**src/verilog/etd_pkg.sv**
```systemverilog
// constants and types shared by the edge, toggle and delay blocks
package etd_pkg;

  // ****************************************************************
  // timing
  // ****************************************************************
  localparam int CLK_PERIOD_NS = 100;
  localparam int SCAN_TIME_NS  = 1000000;
  localparam int SCAN_CYCLES   = SCAN_TIME_NS / CLK_PERIOD_NS;
  localparam int BASE_TIME_NS  = 10000000;
  localparam int BASE_CYCLES   = BASE_TIME_NS / CLK_PERIOD_NS;
  localparam int DIV_100MS     = 10;
  localparam int DIV_1S        = 100;
  localparam int LAG_W         = 15;
  localparam logic [14:0] LAG_MAX   = 15'h7FFF;
  localparam logic [14:0] LAG_RESET = 15'h0000;

  // ****************************************************************
  // register map
  // ****************************************************************
  localparam int ADDR_W = 8;
  localparam logic [7:0] ADDR_CTRL    = 8'h00;
  localparam logic [7:0] ADDR_ON_SET  = 8'h04;
  localparam logic [7:0] ADDR_OFF_SET = 8'h08;
  localparam logic [7:0] ADDR_ON_EL   = 8'h0C;
  localparam logic [7:0] ADDR_OFF_EL  = 8'h10;
  localparam logic [7:0] ADDR_STATUS  = 8'h14;
  localparam int CTRL_MODE_LSB = 0;
  localparam int CTRL_ON_EN    = 2;
  localparam int CTRL_OFF_EN   = 3;
  localparam int CTRL_UNIT_LSB = 4;
  localparam int CTRL_W        = 6;
  localparam logic [5:0] CTRL_RESET = 6'h00;
  localparam logic [1:0] RESP_OKAY   = 2'h0;
  localparam logic [1:0] RESP_SLVERR = 2'h2;

  // ****************************************************************
  // types
  // ****************************************************************
  typedef enum logic [1:0] {
    RISING_MODE    = 2'h0,
    FALLING_MODE   = 2'h1,
    DUAL_EDGE_MODE = 2'h2
  } etd_edge_t;

  typedef enum logic [1:0] {
    UNIT_10MS  = 2'h0,
    UNIT_100MS = 2'h1,
    UNIT_1S    = 2'h2
  } etd_unit_t;

  typedef enum logic [1:0] {
    DLY_IDLE     = 2'h0,
    DLY_ON_WAIT  = 2'h1,
    DLY_ACTIVE   = 2'h3,
    DLY_OFF_WAIT = 2'h2
  } etd_dly_state_t;

endpackage

```
**src/verilog/etd_delay.sv**
```systemverilog
// delay timer with separate turn-on and turn-off lag
`timescale 1ns/10ps
module etd_delay import etd_pkg::*; (
  input  wire logic             i_clk,
  input  wire logic             i_reset,
  input  wire logic             i_ce,
  input  wire logic             i_scan,
  input  wire logic             i_unit,
  input  wire logic             i_src,
  input  wire logic             i_clr,
  input  wire logic             i_on_en,
  input  wire logic             i_off_en,
  input  wire logic [LAG_W-1:0] i_on_set,
  input  wire logic [LAG_W-1:0] i_off_set,
  output logic                  o_out,
  output logic      [LAG_W-1:0] o_on_el,
  output logic      [LAG_W-1:0] o_off_el
);

  etd_dly_state_t   st_q, st_d;
  logic             out_q, out_d;
  logic [LAG_W-1:0] on_q, on_d, off_q, off_d;

  function automatic logic [LAG_W-1:0] sat_inc(input logic [LAG_W-1:0] v);
    sat_inc = (v == LAG_MAX) ? v : v + 15'h0001;
  endfunction

  // elapsed counts run on unit ticks; decisions fall on scan ticks only
  always_comb begin
    st_d  = st_q;
    out_d = out_q;
    on_d  = on_q;
    off_d = off_q;
    if (i_unit) begin
      if (st_q == DLY_ON_WAIT)  on_d  = sat_inc(on_q);
      if (st_q == DLY_OFF_WAIT) off_d = sat_inc(off_q);
    end
    if (i_scan) begin
      if (i_clr) begin
        st_d  = DLY_IDLE;
        out_d = 1'b0;
        on_d  = LAG_RESET;
        off_d = LAG_RESET;
      end else begin
        case (st_q)
          DLY_IDLE: if (i_src) begin
            if (i_on_en && i_on_set != LAG_RESET) begin
              st_d = DLY_ON_WAIT;
              on_d = LAG_RESET;
            end else begin
              st_d  = DLY_ACTIVE;
              out_d = 1'b1;
            end
          end
          DLY_ON_WAIT: if (!i_src) begin
            st_d = DLY_IDLE;
            on_d = LAG_RESET;
          end else if (on_q >= i_on_set) begin
            st_d  = DLY_ACTIVE;
            out_d = 1'b1;
          end
          DLY_ACTIVE: if (!i_src) begin
            if (i_off_en && i_off_set != LAG_RESET) begin
              st_d  = DLY_OFF_WAIT;
              off_d = LAG_RESET;
            end else begin
              st_d  = DLY_IDLE;
              out_d = 1'b0;
            end
          end
          DLY_OFF_WAIT: if (i_src) begin
            st_d  = DLY_ACTIVE;
            off_d = LAG_RESET;
          end else if (!i_off_en || off_q >= i_off_set) begin
            st_d  = DLY_IDLE;
            out_d = 1'b0;
          end
          default: begin
            st_d  = DLY_IDLE;
            out_d = 1'b0;
          end
        endcase
      end
    end
  end

  always_ff @(posedge i_clk) begin
    if (i_reset) begin
      st_q  <= DLY_IDLE;
      out_q <= 1'b0;
      on_q  <= LAG_RESET;
      off_q <= LAG_RESET;
    end else if (i_ce) begin
      st_q  <= st_d;
      out_q <= out_d;
      on_q  <= on_d;
      off_q <= off_d;
    end
  end

  assign o_out    = out_q;
  assign o_on_el  = on_q;
  assign o_off_el = off_q;

  // ****************************************************************
  // checks
  // ****************************************************************
  dly_clear_a: assert property (@(posedge i_clk) disable iff (i_reset)
    i_ce && i_scan && i_clr |=> !out_q && on_q == 15'h0000
      && off_q == 15'h0000)
    else $error("delay clear did not zero counts and output");
  dly_onwait_a: assert property (@(posedge i_clk) disable iff (i_reset)
    $rose(out_q) && $past(st_q) == DLY_ON_WAIT
      |-> $past(on_q) >= $past(i_on_set) && $past(i_src))
    else $error("delay output rose before turn-on lag ran out");
  dly_offhold_a: assert property (@(posedge i_clk) disable iff (i_reset)
    st_q == DLY_OFF_WAIT |-> out_q)
    else $error("delay output dropped during turn-off lag");
  dly_reach_c: cover property (@(posedge i_clk) disable iff (i_reset)
    st_q == DLY_ON_WAIT ##1 st_q == DLY_ACTIVE);
  dly_offend_c: cover property (@(posedge i_clk) disable iff (i_reset)
    st_q == DLY_OFF_WAIT ##1 st_q == DLY_IDLE);

endmodule

```
**src/verilog/etd_top.sv**
```systemverilog
// edge pulse generator, toggle and delay timer behind an AXI4-Lite slave
`timescale 1ns/10ps
module etd_top import etd_pkg::*; #(
  parameter int SCAN_CYC = SCAN_CYCLES,
  parameter int BASE_CYC = BASE_CYCLES
) (
  input  wire logic              i_clk,
  input  wire logic              i_reset,
  input  wire logic              i_ce,
  input  wire logic              i_pl_in,
  input  wire logic              i_tg_in,
  input  wire logic              i_tg_clr,
  input  wire logic              i_dl_in,
  input  wire logic              i_dl_clr,
  input  wire logic              i_awvalid,
  input  wire logic [ADDR_W-1:0] i_awaddr,
  input  wire logic              i_wvalid,
  input  wire logic [31:0]       i_wdata,
  input  wire logic [3:0]        i_wstrb,
  input  wire logic              i_bready,
  input  wire logic              i_arvalid,
  input  wire logic [ADDR_W-1:0] i_araddr,
  input  wire logic              i_rready,
  output logic                   o_awready,
  output logic                   o_wready,
  output logic                   o_bvalid,
  output logic      [1:0]        o_bresp,
  output logic                   o_arready,
  output logic                   o_rvalid,
  output logic      [31:0]       o_rdata,
  output logic      [1:0]        o_rresp,
  output logic                   o_pulse,
  output logic                   o_toggle,
  output logic                   o_delay,
  output logic      [LAG_W-1:0]  o_on_lag_set,
  output logic      [LAG_W-1:0]  o_off_lag_set,
  output logic      [LAG_W-1:0]  o_on_lag_el,
  output logic      [LAG_W-1:0]  o_off_lag_el
);

  localparam int SW = $clog2(SCAN_CYC);
  localparam int BW = $clog2(BASE_CYC);

  // ****************************************************************
  // time base
  // ****************************************************************
  logic [SW-1:0] scan_cnt_q, scan_cnt_d;
  logic [BW-1:0] base_cnt_q, base_cnt_d;
  logic [3:0]    dec_cnt_q, dec_cnt_d;
  logic [6:0]    hun_cnt_q, hun_cnt_d;
  logic          scan_q, scan_d;
  logic          unit_q, unit_d;
  logic          t10, t100, t1s;
  logic [CTRL_W-1:0] ctrl_q, ctrl_d;

  always_comb begin
    scan_cnt_d = scan_cnt_q + 1'b1;
    scan_d     = 1'b0;
    if (scan_cnt_q == SW'(SCAN_CYC - 1)) begin
      scan_cnt_d = '0;
      scan_d     = 1'b1;
    end
    base_cnt_d = base_cnt_q + 1'b1;
    dec_cnt_d  = dec_cnt_q;
    hun_cnt_d  = hun_cnt_q;
    t10  = (base_cnt_q == BW'(BASE_CYC - 1));
    t100 = t10 && dec_cnt_q == 4'(DIV_100MS - 1);
    t1s  = t10 && hun_cnt_q == 7'(DIV_1S - 1);
    if (t10) begin
      base_cnt_d = '0;
      dec_cnt_d  = t100 ? 4'h0 : dec_cnt_q + 4'h1;
      hun_cnt_d  = t1s ? 7'h00 : hun_cnt_q + 7'h01;
    end
    case (ctrl_q[CTRL_UNIT_LSB +: 2])
      UNIT_10MS:  unit_d = t10;
      UNIT_100MS: unit_d = t100;
      UNIT_1S:    unit_d = t1s;
      default:    unit_d = t1s;
    endcase
  end

  always_ff @(posedge i_clk) begin
    if (i_reset) begin
      scan_cnt_q <= '0;
      base_cnt_q <= '0;
      dec_cnt_q  <= 4'h0;
      hun_cnt_q  <= 7'h00;
      scan_q     <= 1'b0;
      unit_q     <= 1'b0;
    end else if (i_ce) begin
      scan_cnt_q <= scan_cnt_d;
      base_cnt_q <= base_cnt_d;
      dec_cnt_q  <= dec_cnt_d;
      hun_cnt_q  <= hun_cnt_d;
      scan_q     <= scan_d;
      unit_q     <= unit_d;
    end
  end

  // ****************************************************************
  // edge pulse generator and toggle
  // ****************************************************************
  logic pl_prev_q, pl_prev_d;
  logic pulse_q, pulse_d;
  logic tg_prev_q, tg_prev_d;
  logic toggle_q, toggle_d;

  // the code 3 is left unused and makes no pulse at all
  function automatic logic edge_hit(input logic [1:0] mode,
                                    input logic cur, input logic prev);
    case (mode)
      RISING_MODE:    edge_hit = cur && !prev;
      FALLING_MODE:   edge_hit = !cur && prev;
      DUAL_EDGE_MODE: edge_hit = cur != prev;
      default:        edge_hit = 1'b0;
    endcase
  endfunction

  always_comb begin
    pl_prev_d = pl_prev_q;
    pulse_d   = pulse_q;
    tg_prev_d = tg_prev_q;
    toggle_d  = toggle_q;
    if (scan_q) begin
      pulse_d   = edge_hit(ctrl_q[CTRL_MODE_LSB +: 2], i_pl_in,
                           pl_prev_q);
      pl_prev_d = i_pl_in;
      tg_prev_d = i_tg_in;
      if (i_tg_clr) begin
        toggle_d = 1'b0;
      end else if (i_tg_in && !tg_prev_q) begin
        toggle_d = !toggle_q;
      end
    end
  end

  always_ff @(posedge i_clk) begin
    if (i_reset) begin
      pl_prev_q <= 1'b0;
      pulse_q   <= 1'b0;
      tg_prev_q <= 1'b0;
      toggle_q  <= 1'b0;
    end else if (i_ce) begin
      pl_prev_q <= pl_prev_d;
      pulse_q   <= pulse_d;
      tg_prev_q <= tg_prev_d;
      toggle_q  <= toggle_d;
    end
  end

  // ****************************************************************
  // delay timer
  // ****************************************************************
  logic [LAG_W-1:0] on_set_q, on_set_d, off_set_q, off_set_d;
  logic [LAG_W-1:0] on_el, off_el;
  logic             dly_out;

  etd_delay etd_delay_i (
    .i_clk     (i_clk),
    .i_reset   (i_reset),
    .i_ce      (i_ce),
    .i_scan    (scan_q),
    .i_unit    (unit_q),
    .i_src     (i_dl_in),
    .i_clr     (i_dl_clr),
    .i_on_en   (ctrl_q[CTRL_ON_EN]),
    .i_off_en  (ctrl_q[CTRL_OFF_EN]),
    .i_on_set  (on_set_q),
    .i_off_set (off_set_q),
    .o_out     (dly_out),
    .o_on_el   (on_el),
    .o_off_el  (off_el)
  );

  // ****************************************************************
  // register slave
  // ****************************************************************
  logic              aw_have_q, aw_have_d, w_have_q, w_have_d;
  logic [ADDR_W-1:0] awaddr_q, awaddr_d;
  logic [31:0]       wdata_q, wdata_d, wtmp;
  logic [3:0]        wstrb_q, wstrb_d;
  logic              awready_q, awready_d, wready_q, wready_d;
  logic              bvalid_q, bvalid_d, arready_q, arready_d;
  logic              rvalid_q, rvalid_d;
  logic [1:0]        bresp_q, bresp_d, rresp_q, rresp_d;
  logic [31:0]       rdata_q, rdata_d;

  function automatic logic [31:0] wmerge(input logic [31:0] old,
                                         input logic [31:0] nw,
                                         input logic [3:0] strb);
    for (int b = 0; b < 4; b++)
      wmerge[8*b +: 8] = strb[b] ? nw[8*b +: 8] : old[8*b +: 8];
  endfunction

  always_comb begin
    aw_have_d = aw_have_q;
    awaddr_d  = awaddr_q;
    w_have_d  = w_have_q;
    wdata_d   = wdata_q;
    wstrb_d   = wstrb_q;
    bvalid_d  = bvalid_q;
    bresp_d   = bresp_q;
    rvalid_d  = rvalid_q;
    rdata_d   = rdata_q;
    rresp_d   = rresp_q;
    ctrl_d    = ctrl_q;
    on_set_d  = on_set_q;
    off_set_d = off_set_q;
    wtmp      = 32'h0000_0000;
    if (awready_q && i_awvalid) begin
      aw_have_d = 1'b1;
      awaddr_d  = i_awaddr;
    end
    if (wready_q && i_wvalid) begin
      w_have_d = 1'b1;
      wdata_d  = i_wdata;
      wstrb_d  = i_wstrb;
    end
    if (bvalid_q && i_bready) bvalid_d = 1'b0;
    if (aw_have_q && w_have_q && !bvalid_q) begin
      aw_have_d = 1'b0;
      w_have_d  = 1'b0;
      bvalid_d  = 1'b1;
      bresp_d   = RESP_OKAY;
      case (awaddr_q)
        ADDR_CTRL: begin
          wtmp   = wmerge({26'h0, ctrl_q}, wdata_q, wstrb_q);
          ctrl_d = wtmp[CTRL_W-1:0];
        end
        ADDR_ON_SET: begin
          wtmp     = wmerge({17'h0, on_set_q}, wdata_q, wstrb_q);
          on_set_d = wtmp[LAG_W-1:0];
        end
        ADDR_OFF_SET: begin
          wtmp      = wmerge({17'h0, off_set_q}, wdata_q, wstrb_q);
          off_set_d = wtmp[LAG_W-1:0];
        end
        ADDR_ON_EL, ADDR_OFF_EL, ADDR_STATUS: bresp_d = RESP_OKAY;
        default: bresp_d = RESP_SLVERR;
      endcase
    end
    if (rvalid_q && i_rready) rvalid_d = 1'b0;
    if (arready_q && i_arvalid) begin
      rvalid_d = 1'b1;
      rresp_d  = RESP_OKAY;
      case (i_araddr)
        ADDR_CTRL:    rdata_d = {26'h0, ctrl_q};
        ADDR_ON_SET:  rdata_d = {17'h0, on_set_q};
        ADDR_OFF_SET: rdata_d = {17'h0, off_set_q};
        ADDR_ON_EL:   rdata_d = {17'h0, on_el};
        ADDR_OFF_EL:  rdata_d = {17'h0, off_el};
        ADDR_STATUS:  rdata_d = {29'h0, dly_out, toggle_q, pulse_q};
        default: begin
          rdata_d = 32'h0000_0000;
          rresp_d = RESP_SLVERR;
        end
      endcase
    end
    awready_d = !aw_have_d && !bvalid_d;
    wready_d  = !w_have_d && !bvalid_d;
    arready_d = !rvalid_d;
  end

  always_ff @(posedge i_clk) begin
    if (i_reset) begin
      aw_have_q <= 1'b0;
      awaddr_q  <= 8'h00;
      w_have_q  <= 1'b0;
      wdata_q   <= 32'h0000_0000;
      wstrb_q   <= 4'h0;
      awready_q <= 1'b0;
      wready_q  <= 1'b0;
      bvalid_q  <= 1'b0;
      bresp_q   <= RESP_OKAY;
      arready_q <= 1'b0;
      rvalid_q  <= 1'b0;
      rdata_q   <= 32'h0000_0000;
      rresp_q   <= RESP_OKAY;
      ctrl_q    <= CTRL_RESET;
      on_set_q  <= LAG_RESET;
      off_set_q <= LAG_RESET;
    end else if (i_ce) begin
      aw_have_q <= aw_have_d;
      awaddr_q  <= awaddr_d;
      w_have_q  <= w_have_d;
      wdata_q   <= wdata_d;
      wstrb_q   <= wstrb_d;
      awready_q <= awready_d;
      wready_q  <= wready_d;
      bvalid_q  <= bvalid_d;
      bresp_q   <= bresp_d;
      arready_q <= arready_d;
      rvalid_q  <= rvalid_d;
      rdata_q   <= rdata_d;
      rresp_q   <= rresp_d;
      ctrl_q    <= ctrl_d;
      on_set_q  <= on_set_d;
      off_set_q <= off_set_d;
    end
  end

  assign o_awready     = awready_q;
  assign o_wready      = wready_q;
  assign o_bvalid      = bvalid_q;
  assign o_bresp       = bresp_q;
  assign o_arready     = arready_q;
  assign o_rvalid      = rvalid_q;
  assign o_rdata       = rdata_q;
  assign o_rresp       = rresp_q;
  assign o_pulse       = pulse_q;
  assign o_toggle      = toggle_q;
  assign o_delay       = dly_out;
  assign o_on_lag_set  = on_set_q;
  assign o_off_lag_set = off_set_q;
  assign o_on_lag_el   = on_el;
  assign o_off_lag_el  = off_el;

  // ****************************************************************
  // checks
  // ****************************************************************
  pulse_rise_a: assert property (@(posedge i_clk) disable iff (i_reset)
    i_ce && scan_q && ctrl_q[1:0] == RISING_MODE && i_pl_in && !pl_prev_q
      |=> pulse_q)
    else $error("rising edge gave no pulse");
  pulse_fall_a: assert property (@(posedge i_clk) disable iff (i_reset)
    i_ce && scan_q && ctrl_q[1:0] == FALLING_MODE && !i_pl_in && pl_prev_q
      |=> pulse_q)
    else $error("falling edge gave no pulse");
  pulse_dual_a: assert property (@(posedge i_clk) disable iff (i_reset)
    i_ce && scan_q && ctrl_q[1:0] == DUAL_EDGE_MODE && i_pl_in != pl_prev_q
      |=> pulse_q)
    else $error("input change gave no pulse in dual edge mode");
  pulse_quiet_a: assert property (@(posedge i_clk) disable iff (i_reset)
    i_ce && scan_q && ctrl_q[1:0] == RISING_MODE && !(i_pl_in && !pl_prev_q)
      |=> !pulse_q)
    else $error("pulse without a selected edge");
  pulse_hold_a: assert property (@(posedge i_clk) disable iff (i_reset)
    !(i_ce && scan_q) |=> $stable(pulse_q) && $stable(toggle_q))
    else $error("output moved between scans");
  toggle_flip_a: assert property (@(posedge i_clk) disable iff (i_reset)
    i_ce && scan_q && !i_tg_clr && i_tg_in && !tg_prev_q
      |=> toggle_q != $past(toggle_q))
    else $error("toggle did not invert");
  toggle_clr_a: assert property (@(posedge i_clk) disable iff (i_reset)
    i_ce && scan_q && i_tg_clr |=> !toggle_q)
    else $error("toggle clear did not force off");
  dly_follow_a: assert property (@(posedge i_clk) disable iff (i_reset)
    i_ce && scan_q && !i_dl_clr && !ctrl_q[CTRL_OFF_EN] && !i_dl_in
      |=> !dly_out)
    else $error("delay output stayed on after input dropped");
  pulse_dual_c: cover property (@(posedge i_clk) disable iff (i_reset)
    ctrl_q[1:0] == DUAL_EDGE_MODE && $rose(pulse_q));
  toggle_flip_c: cover property (@(posedge i_clk) disable iff (i_reset)
    $fell(toggle_q) && !$past(i_tg_clr));
  bus_write_c: cover property (@(posedge i_clk) disable iff (i_reset)
    bvalid_q && bresp_q == RESP_OKAY);

endmodule

```
**config.mk**
```make
export PLATFORM = sky130hd
export DESIGN_NAME = etd_top
export DESIGN_NICKNAME = d
export VERILOG_FILES = /design/src/verilog/etd_pkg.sv /design/src/verilog/etd_delay.sv /design/src/verilog/etd_top.sv
export SDC_FILE = /design/constraint.sdc
export NUM_CORES = 1
export LEC_CHECK = 0
export BUFFER_PORTS_ARGS = -buffer_cell sky130_fd_sc_hd__buf_2
export CELL_PAD_IN_SITES_DETAIL_PLACEMENT = 1
export CELL_PAD_IN_SITES_GLOBAL_PLACEMENT = 2
export CORE_MARGIN = 2
export CORE_UTILIZATION = 36
export DETAILED_ROUTE_END_ITERATION = 10
export PLACE_DENSITY_LB_ADDON = 0.1
export SYNTH_ARGS = -nofsm -noshare
export SYNTH_HDL_FRONTEND = slang
export SYNTH_HIERARCHICAL = 1
export SYNTH_SLANG_ARGS = --single-unit
```
**constraint.sdc**
```tcl
create_clock -name i_clk -period 4.5 [get_ports i_clk]
set_input_delay 0.9 -clock i_clk [delete_from_list [all_inputs] [get_ports i_clk]]
set_output_delay 0.9 -clock i_clk [all_outputs]
set_load 0.005 [all_outputs]
```
==> results.toml, run 1 <==
[cts]
cts_setup_buffers = 0
numCtsBuffers = 17
clk_latency_ps = 430
hold_buffers = 0
cts_max_path_buffers = 2
cts_max_level = 4
cts_resized = 0
cts_tree = "yes"
cts.sinks = 166
cts_root_buffer = "clkbuf_16"
cts.clk_slew.worst_paths_ps = 60

[synth]
synth_compound_area_share_pct = 13.4
async_flop_share_pct = 0
ys.flop_type = "dfxtp_1"
ys_seq_area_share_pct = 37.2
synth-simple-area-share_pct = 26.6
synth_common_cells = "dfxtp_1 (166), nand2_1 (111), nor2_1 (108)"
yosysMostFrequentCell = "dfxtp_1"
synthAdderAreaFrac_pct = 6.02
syn_inst = 1056
synthDominantCellAreaShare_pct = 37.2
syn_avg_cell_area_um2 = 8.46
synth_top_family_by_area = "simple AND/OR/NAND/NOR gates"
synthesis.area_um2 = 8940
synth-edff-count = 0
synth_cell_types = 72
synth_xor_area_share_pct = 3.63
synth.area.mux_share_pct = 7.14
synth_seq_cells = 166
synth_area_leaders = "dfxtp_1 (37%), ha_1 (6.0%), mux2i_1 (5.4%)"
yosysWarnings = 6
yosysTopAreaCell = "dfxtp_1"

[sta]
rsz0062_at_grt = "false"
timing.hold.ws_ps = 457
setup_tns_ps = 0
slew_headroom_pct = 17.9
maxSlewViolCount = 0
skew_ps = 13.9
clock.fmax_mhz = 395
setup_violations = 0
fin_crit_sh_pct = 56.3
finalHoldViolations = 0
period_minus_slack_ps = 2530
worst_pin_slew_ps = 1230

[routing]
vias_per_cell = 5.39
wl_per_cell_um = 19.3
wirelength_mm = 29.0
top_layer = "met5"
vias = 8076
m1WireLength_mm = 13.7
wl_met2_mm = 13.7
ant_nets = 0
first_iter_violations = 393
drt_pass1_iterations = 4
met3WireLength_um = 987
drc = 0

[worst_setup_path]
crit_family = "simple AND/OR/NAND/NOR gates"
startpoint_type = "input pin"
rr_worst_depth = 8
crit_type = "input pin to flip-flop"
cp.required_ps = 4860
cp_num_buf_inv = 1
cp_slowest_cell = "nor3b_2"
worstPathCellList = "buf_2 > or4_1 > nor3_1 > nor3b_2 > a221o_1"
cpPeakStageDelay_ps = 720
path_depth = 5
cp-end-kind = "flip-flop"
worst-path-max-fanout = 8
cp.arrival_ps = 2900

[floorplanning]
start_util_pct = 36.7
die_area_um2 = 26100
ios = 169
fp.dieW_um = 162
fp.coreArea_um2 = 24300
die_y_um = 162
rows = 57

[place]
placed_cells = 1467
placed_area_um2 = 9780
dp_hpwl_mm = 20.9
finalWeightedCongestion = 0.822
io_buffers = 130

[cells_and_area]
layout.nets = 1270
syn_to_final_growth_pct = 16.2
final_area_um2 = 10400
fin_util_pct = 42.7
layout-drive-gt1-share_pct = 16.3
final_cells = 1499
antenna_cells = 0

[power]
power_density_nw_per_um2 = 304
vdd_drop_max_mv = 0.202
leakage_uw = 0.00418

[global_routing]
grt_usage_pct = 22.3
grt_max_degree = 58
antenna_found_initial = 1
grt_pass1_wl_mm = 45.5
overflow = 0
grt_pass1_vias = 7987

[min_path]
hold_depth = 2
min_path_type = "flip-flop to flip-flop"

[status]
outcome = "finished clean"

[job]
drv_cap = 0
-- registers in the layout, summed over array words and instances (netlist names), 2 cells and up --
name,flops
awaddr_q,8
base_cnt_q,17
o_rdata,15
o_off_lag_set,15
hun_cnt_q,7
ctrl_q,6
etd_delay_i/o_off_el,15
etd_delay_i/st_q,2
wstrb_q,2
scan_cnt_q,14
o_on_lag_set,15
wdata_q,15
etd_delay_i/o_on_el,15
dec_cnt_q,4
-- tightest hold or removal path: cells and delay by family (launching register included) --
family,cells,cell delay [ps]
flip-flops,1,330
AO/OA/AOI/OAI,1,50
AND/OR/NAND/NOR,1,50
-- cells by family (layout without fill, tap and decap cells) --
kind of cell,count (synthesis),after routing
multiplexers,57,57
XOR/XNOR,37,37
AND/OR/NAND/NOR,448,448
flip-flops,166,166
other,1,19
buffers and inverters,118,219
AO/OA/AOI/OAI,186,186
adder cells (fa/ha/maj),43,43
-- power by group --
group,switching [uW],total [uW],internal [uW],leakage [uW]
clock network,673,1530,853,0.000284
logic,90.7,141,49.9,0.00255
registers,13.0,1490,1480,0.00134
-- path summary, 6_finish.rpt --
kind / end / startpoint / slack (ps)
worst min register to register: o_rdata[3]$_SDFFE_PP0P_ / o_rdata[3]$_SDFFE_PP0P_ / 460
worst max-delay path: o_rdata[10]$_SDFFE_PP0P_ / i_araddr[0] / 1970
worst max register to register: etd_delay_i/st_q[1]$_SDFFE_PP0P_ / etd_delay_i/o_off_el[0]$_SDFFE_PP0P_ / 2030
worst min-delay path: o_rdata[3]$_SDFFE_PP0P_ / o_rdata[3]$_SDFFE_PP0P_ / 460
-- metal layers --
layer  GRT usage (%)  up-vias
met5               0        -
met4            6.98        2
met3            3.44       36
met2            37.2      158
met1            29.7     3925
li1                -     3955
-- cells in the final DEF (no fill, tap or decap), types with 13 or more instances in the layout --
| master | n |
|---|---|
| a21oi_1 | 74 |
| and3_1 | 15 |
| and3b_1 | 17 |
| buf_2 | 129 |
| clkbuf_16 | 17 |
| conb_1 | 19 |
| dfxtp_1 | 166 |
| ha_1 | 43 |
| inv_1 | 50 |
| mux2i_1 | 48 |
| nand2_1 | 111 |
| nand2b_1 | 42 |
| nand3_1 | 33 |
| nand4_1 | 28 |
| nor2_1 | 108 |
| nor3_1 | 17 |
| o21ai_0 | 27 |
| or4_1 | 13 |
| xnor2_1 | 15 |
| xor2_1 | 22 |
-- stage by stage --
stage / power [uW] / setup slack [ps]
after floorplan: 1620 / 2000
after detailed placement: 1670 / 1550
after global placement: 1670 / 1520
after global routing: 3280 / 1810
final: 3160 / 1970
after CTS: 3210 / 1960
-- cell type report --
class / count / area [um^2]
Multi-Input combinational cell: 790 / 5160
Timing Repair Buffer: 137 / 706
Clock inverter: 13 / 164
Inverter: 50 / 188
Sequential cell: 166 / 3320
Clock buffer: 19 / 443
Fill cell: 2950 / 13900
Tap cell: 324 / 405
No activity file was read; power rests on OpenSTA's default activity.
==> run 2, diff against run 1 <==
CORE_UTILIZATION = 33   (was 36)
clock period = 2.6 ns   (was 4.5 ns; I/O delays follow)
==> results.toml, run 2 (synthesis gave the netlist of run 1 again) <==
[worst_setup_path]
cp.arrival_ps = 2730
cp_slowest_cell = "dfxtp_1"
worst-path-max-fanout = 4
cpPeakStageDelay_ps = 530
cp-end-kind = "flip-flop"
crit_type = "flip-flop to flip-flop"
worstPathCellList = "inv_1 > ha_1 > a21o_1 > a211oi_1 > o311a_1 > o21ai_0 > a22o_1 > mux2_2"
cp_num_buf_inv = 1
cp.required_ps = 2910
startpoint_type = "flip-flop"
crit_family = "compound AO/OA/AOI/OAI gates"

[sta]
setup_violations = 0
finalHoldViolations = 0
skew_ps = 12.2
period_minus_slack_ps = 2420
fin_crit_sh_pct = 93.1
maxSlewViolCount = 0
worst_pin_slew_ps = 842
clock.fmax_mhz = 413
rsz0062_at_grt = "false"
slew_headroom_pct = 43.8
setup_tns_ps = 0
timing.hold.ws_ps = 319

[cts]
cts_resized = 0
numCtsBuffers = 17
cts_setup_buffers = 0
cts.clk_slew.worst_paths_ps = 70
cts.sinks = 166
cts_root_buffer = "clkbuf_16"
cts_max_level = 4
clk_latency_ps = 430
hold_buffers = 0
cts_tree = "yes"
cts_max_path_buffers = 2

[global_routing]
gr-usage-met1_pct = 29.2
grt_pass1_vias = 8356
grt_usage_pct = 21.9
grt_pass1_wl_mm = 48.4
grt_busiest_layer = "met2"
use_met3_pct = 3.18
overflow = 0
use_met2_pct = 36.7
grt_max_degree = 107
antenna_found_initial = 1

[cells_and_area]
multiInputGateArea_um2 = 5160
largest_reg_flops = 17
final_cells = 1565
syn_to_final_growth_pct = 20.4
mostFrequentLayoutCells = "dfxtp_1 (166), buf_2 (129), nand2_1 (111)"
layout-drive-gt1-share_pct = 19.5
register_area_um2 = 3320
layout.nets = 1318
fillCellCount = 3215
final_area_um2 = 10800
final_common_cell = "dfxtp_1"
regMostFlops = "base_cnt_q"

[status]
outcome = "finished clean"

[routing]
wirelength_mm = 31.0
drc = 0
vias_per_cell = 5.29
ant_nets = 0
drt_pass1_iterations = 6
first_iter_violations = 491
vias = 8272
wl_per_cell_um = 19.8

[floorplanning]
ios = 169
start_util_pct = 33.3
die_area_um2 = 28400
fp.dieW_um = 169
die_y_um = 169
rows = 60
fp.coreArea_um2 = 26800

[min_path]
min_path_type = "input pin to flip-flop"

[place]
dp_hpwl_mm = 22.8
finalWeightedCongestion = 0.803
placed_cells = 1532
placed_area_um2 = 10200
io_buffers = 130

[power]
total_power_uw = 5380
comb_power_share_pct = 4.8
clockPowerShare_pct = 47.1
vdd_drop_max_mv = 0.306
p_int_uw = 4010
sw_frac_of_total_pct = 25.4
seqPwrFrac_pct = 48.0
power_density_nw_per_um2 = 500
leakage_uw = 0.00443
p_switching_uw = 1370

[job]
drv_cap = 0
==> run 2: changes by cell type in the layout (fill, tap and decap cells not counted), sizes merged <==
| cell | change |
|---|---|
| clkinv | +4 |
| clkinvlp | -2 |
| inv | -1 |
| buf | +48 |
| diode | +1 |
| bufinv | -1 |
==> run 2: worst min-delay path: stages <==
cell	delay [ps]
buf_2	90
nand2_1	40
a21oi_1	50
==> run 2: power by group through the flow <==
stage | combinational [uW] | sequential, uW | clock (uW)
floorplan | 174 | 2640 | 0
global placement | 260 | 2650 | 0
detailed placement | 263 | 2650 | 0
CTS | 264 | 2590 | 2610
global route | 289 | 2590 | 2720
finish | 261 | 2590 | 2540
==> run 2: layout make-up <==
| cell class | instances | area share, % |
|---|---|---|
| multi-input cells | 790 | 47.9 |
| flip-flops and latches | 166 | 30.9 |
| repair buffers | 185 | 10.1 |
| clock buffers | 19 | 4.02 |
| well taps | 341 | 3.96 |
| inverters | 50 | 1.74 |
| clock inverters | 13 | 1.31 |
| diodes | 1 | 0.0232 |
==> run 2: final timing paths <==
path	slack [ps]	start	depth (start not counted)	end
worst min register to register	460	o_rdata[3]$_SDFFE_PP0P_	2	o_rdata[3]$_SDFFE_PP0P_
worst max register to register	180	o_off_lag_set[9]$_SDFFE_PP0P_	8	etd_delay_i/st_q[1]$_SDFFE_PP0P_
worst min-delay path	320	i_awaddr[6]	3	awaddr_q[6]$_SDFFE_PP0P_
worst max-delay path	180	o_off_lag_set[9]$_SDFFE_PP0P_	8	etd_delay_i/st_q[1]$_SDFFE_PP0P_
==> run 2: routing by layer <==
metal / up-vias / routed length [um]
met4: 2 / 660
met1: 3996 / 14600
met5: - / 13
met2: 173 / 14600
li1: 4062 / -
met3: 39 / 1070
==> run 2: through the flow <==
step / setup slack (ps) / util, %
floorplan: 476 / -
global placement: 250 / 38.0
detailed placement: 237 / 38.0
CTS: 212 / 40.2
global route: 47.1 / 40.2
finish: 180 / 40.2
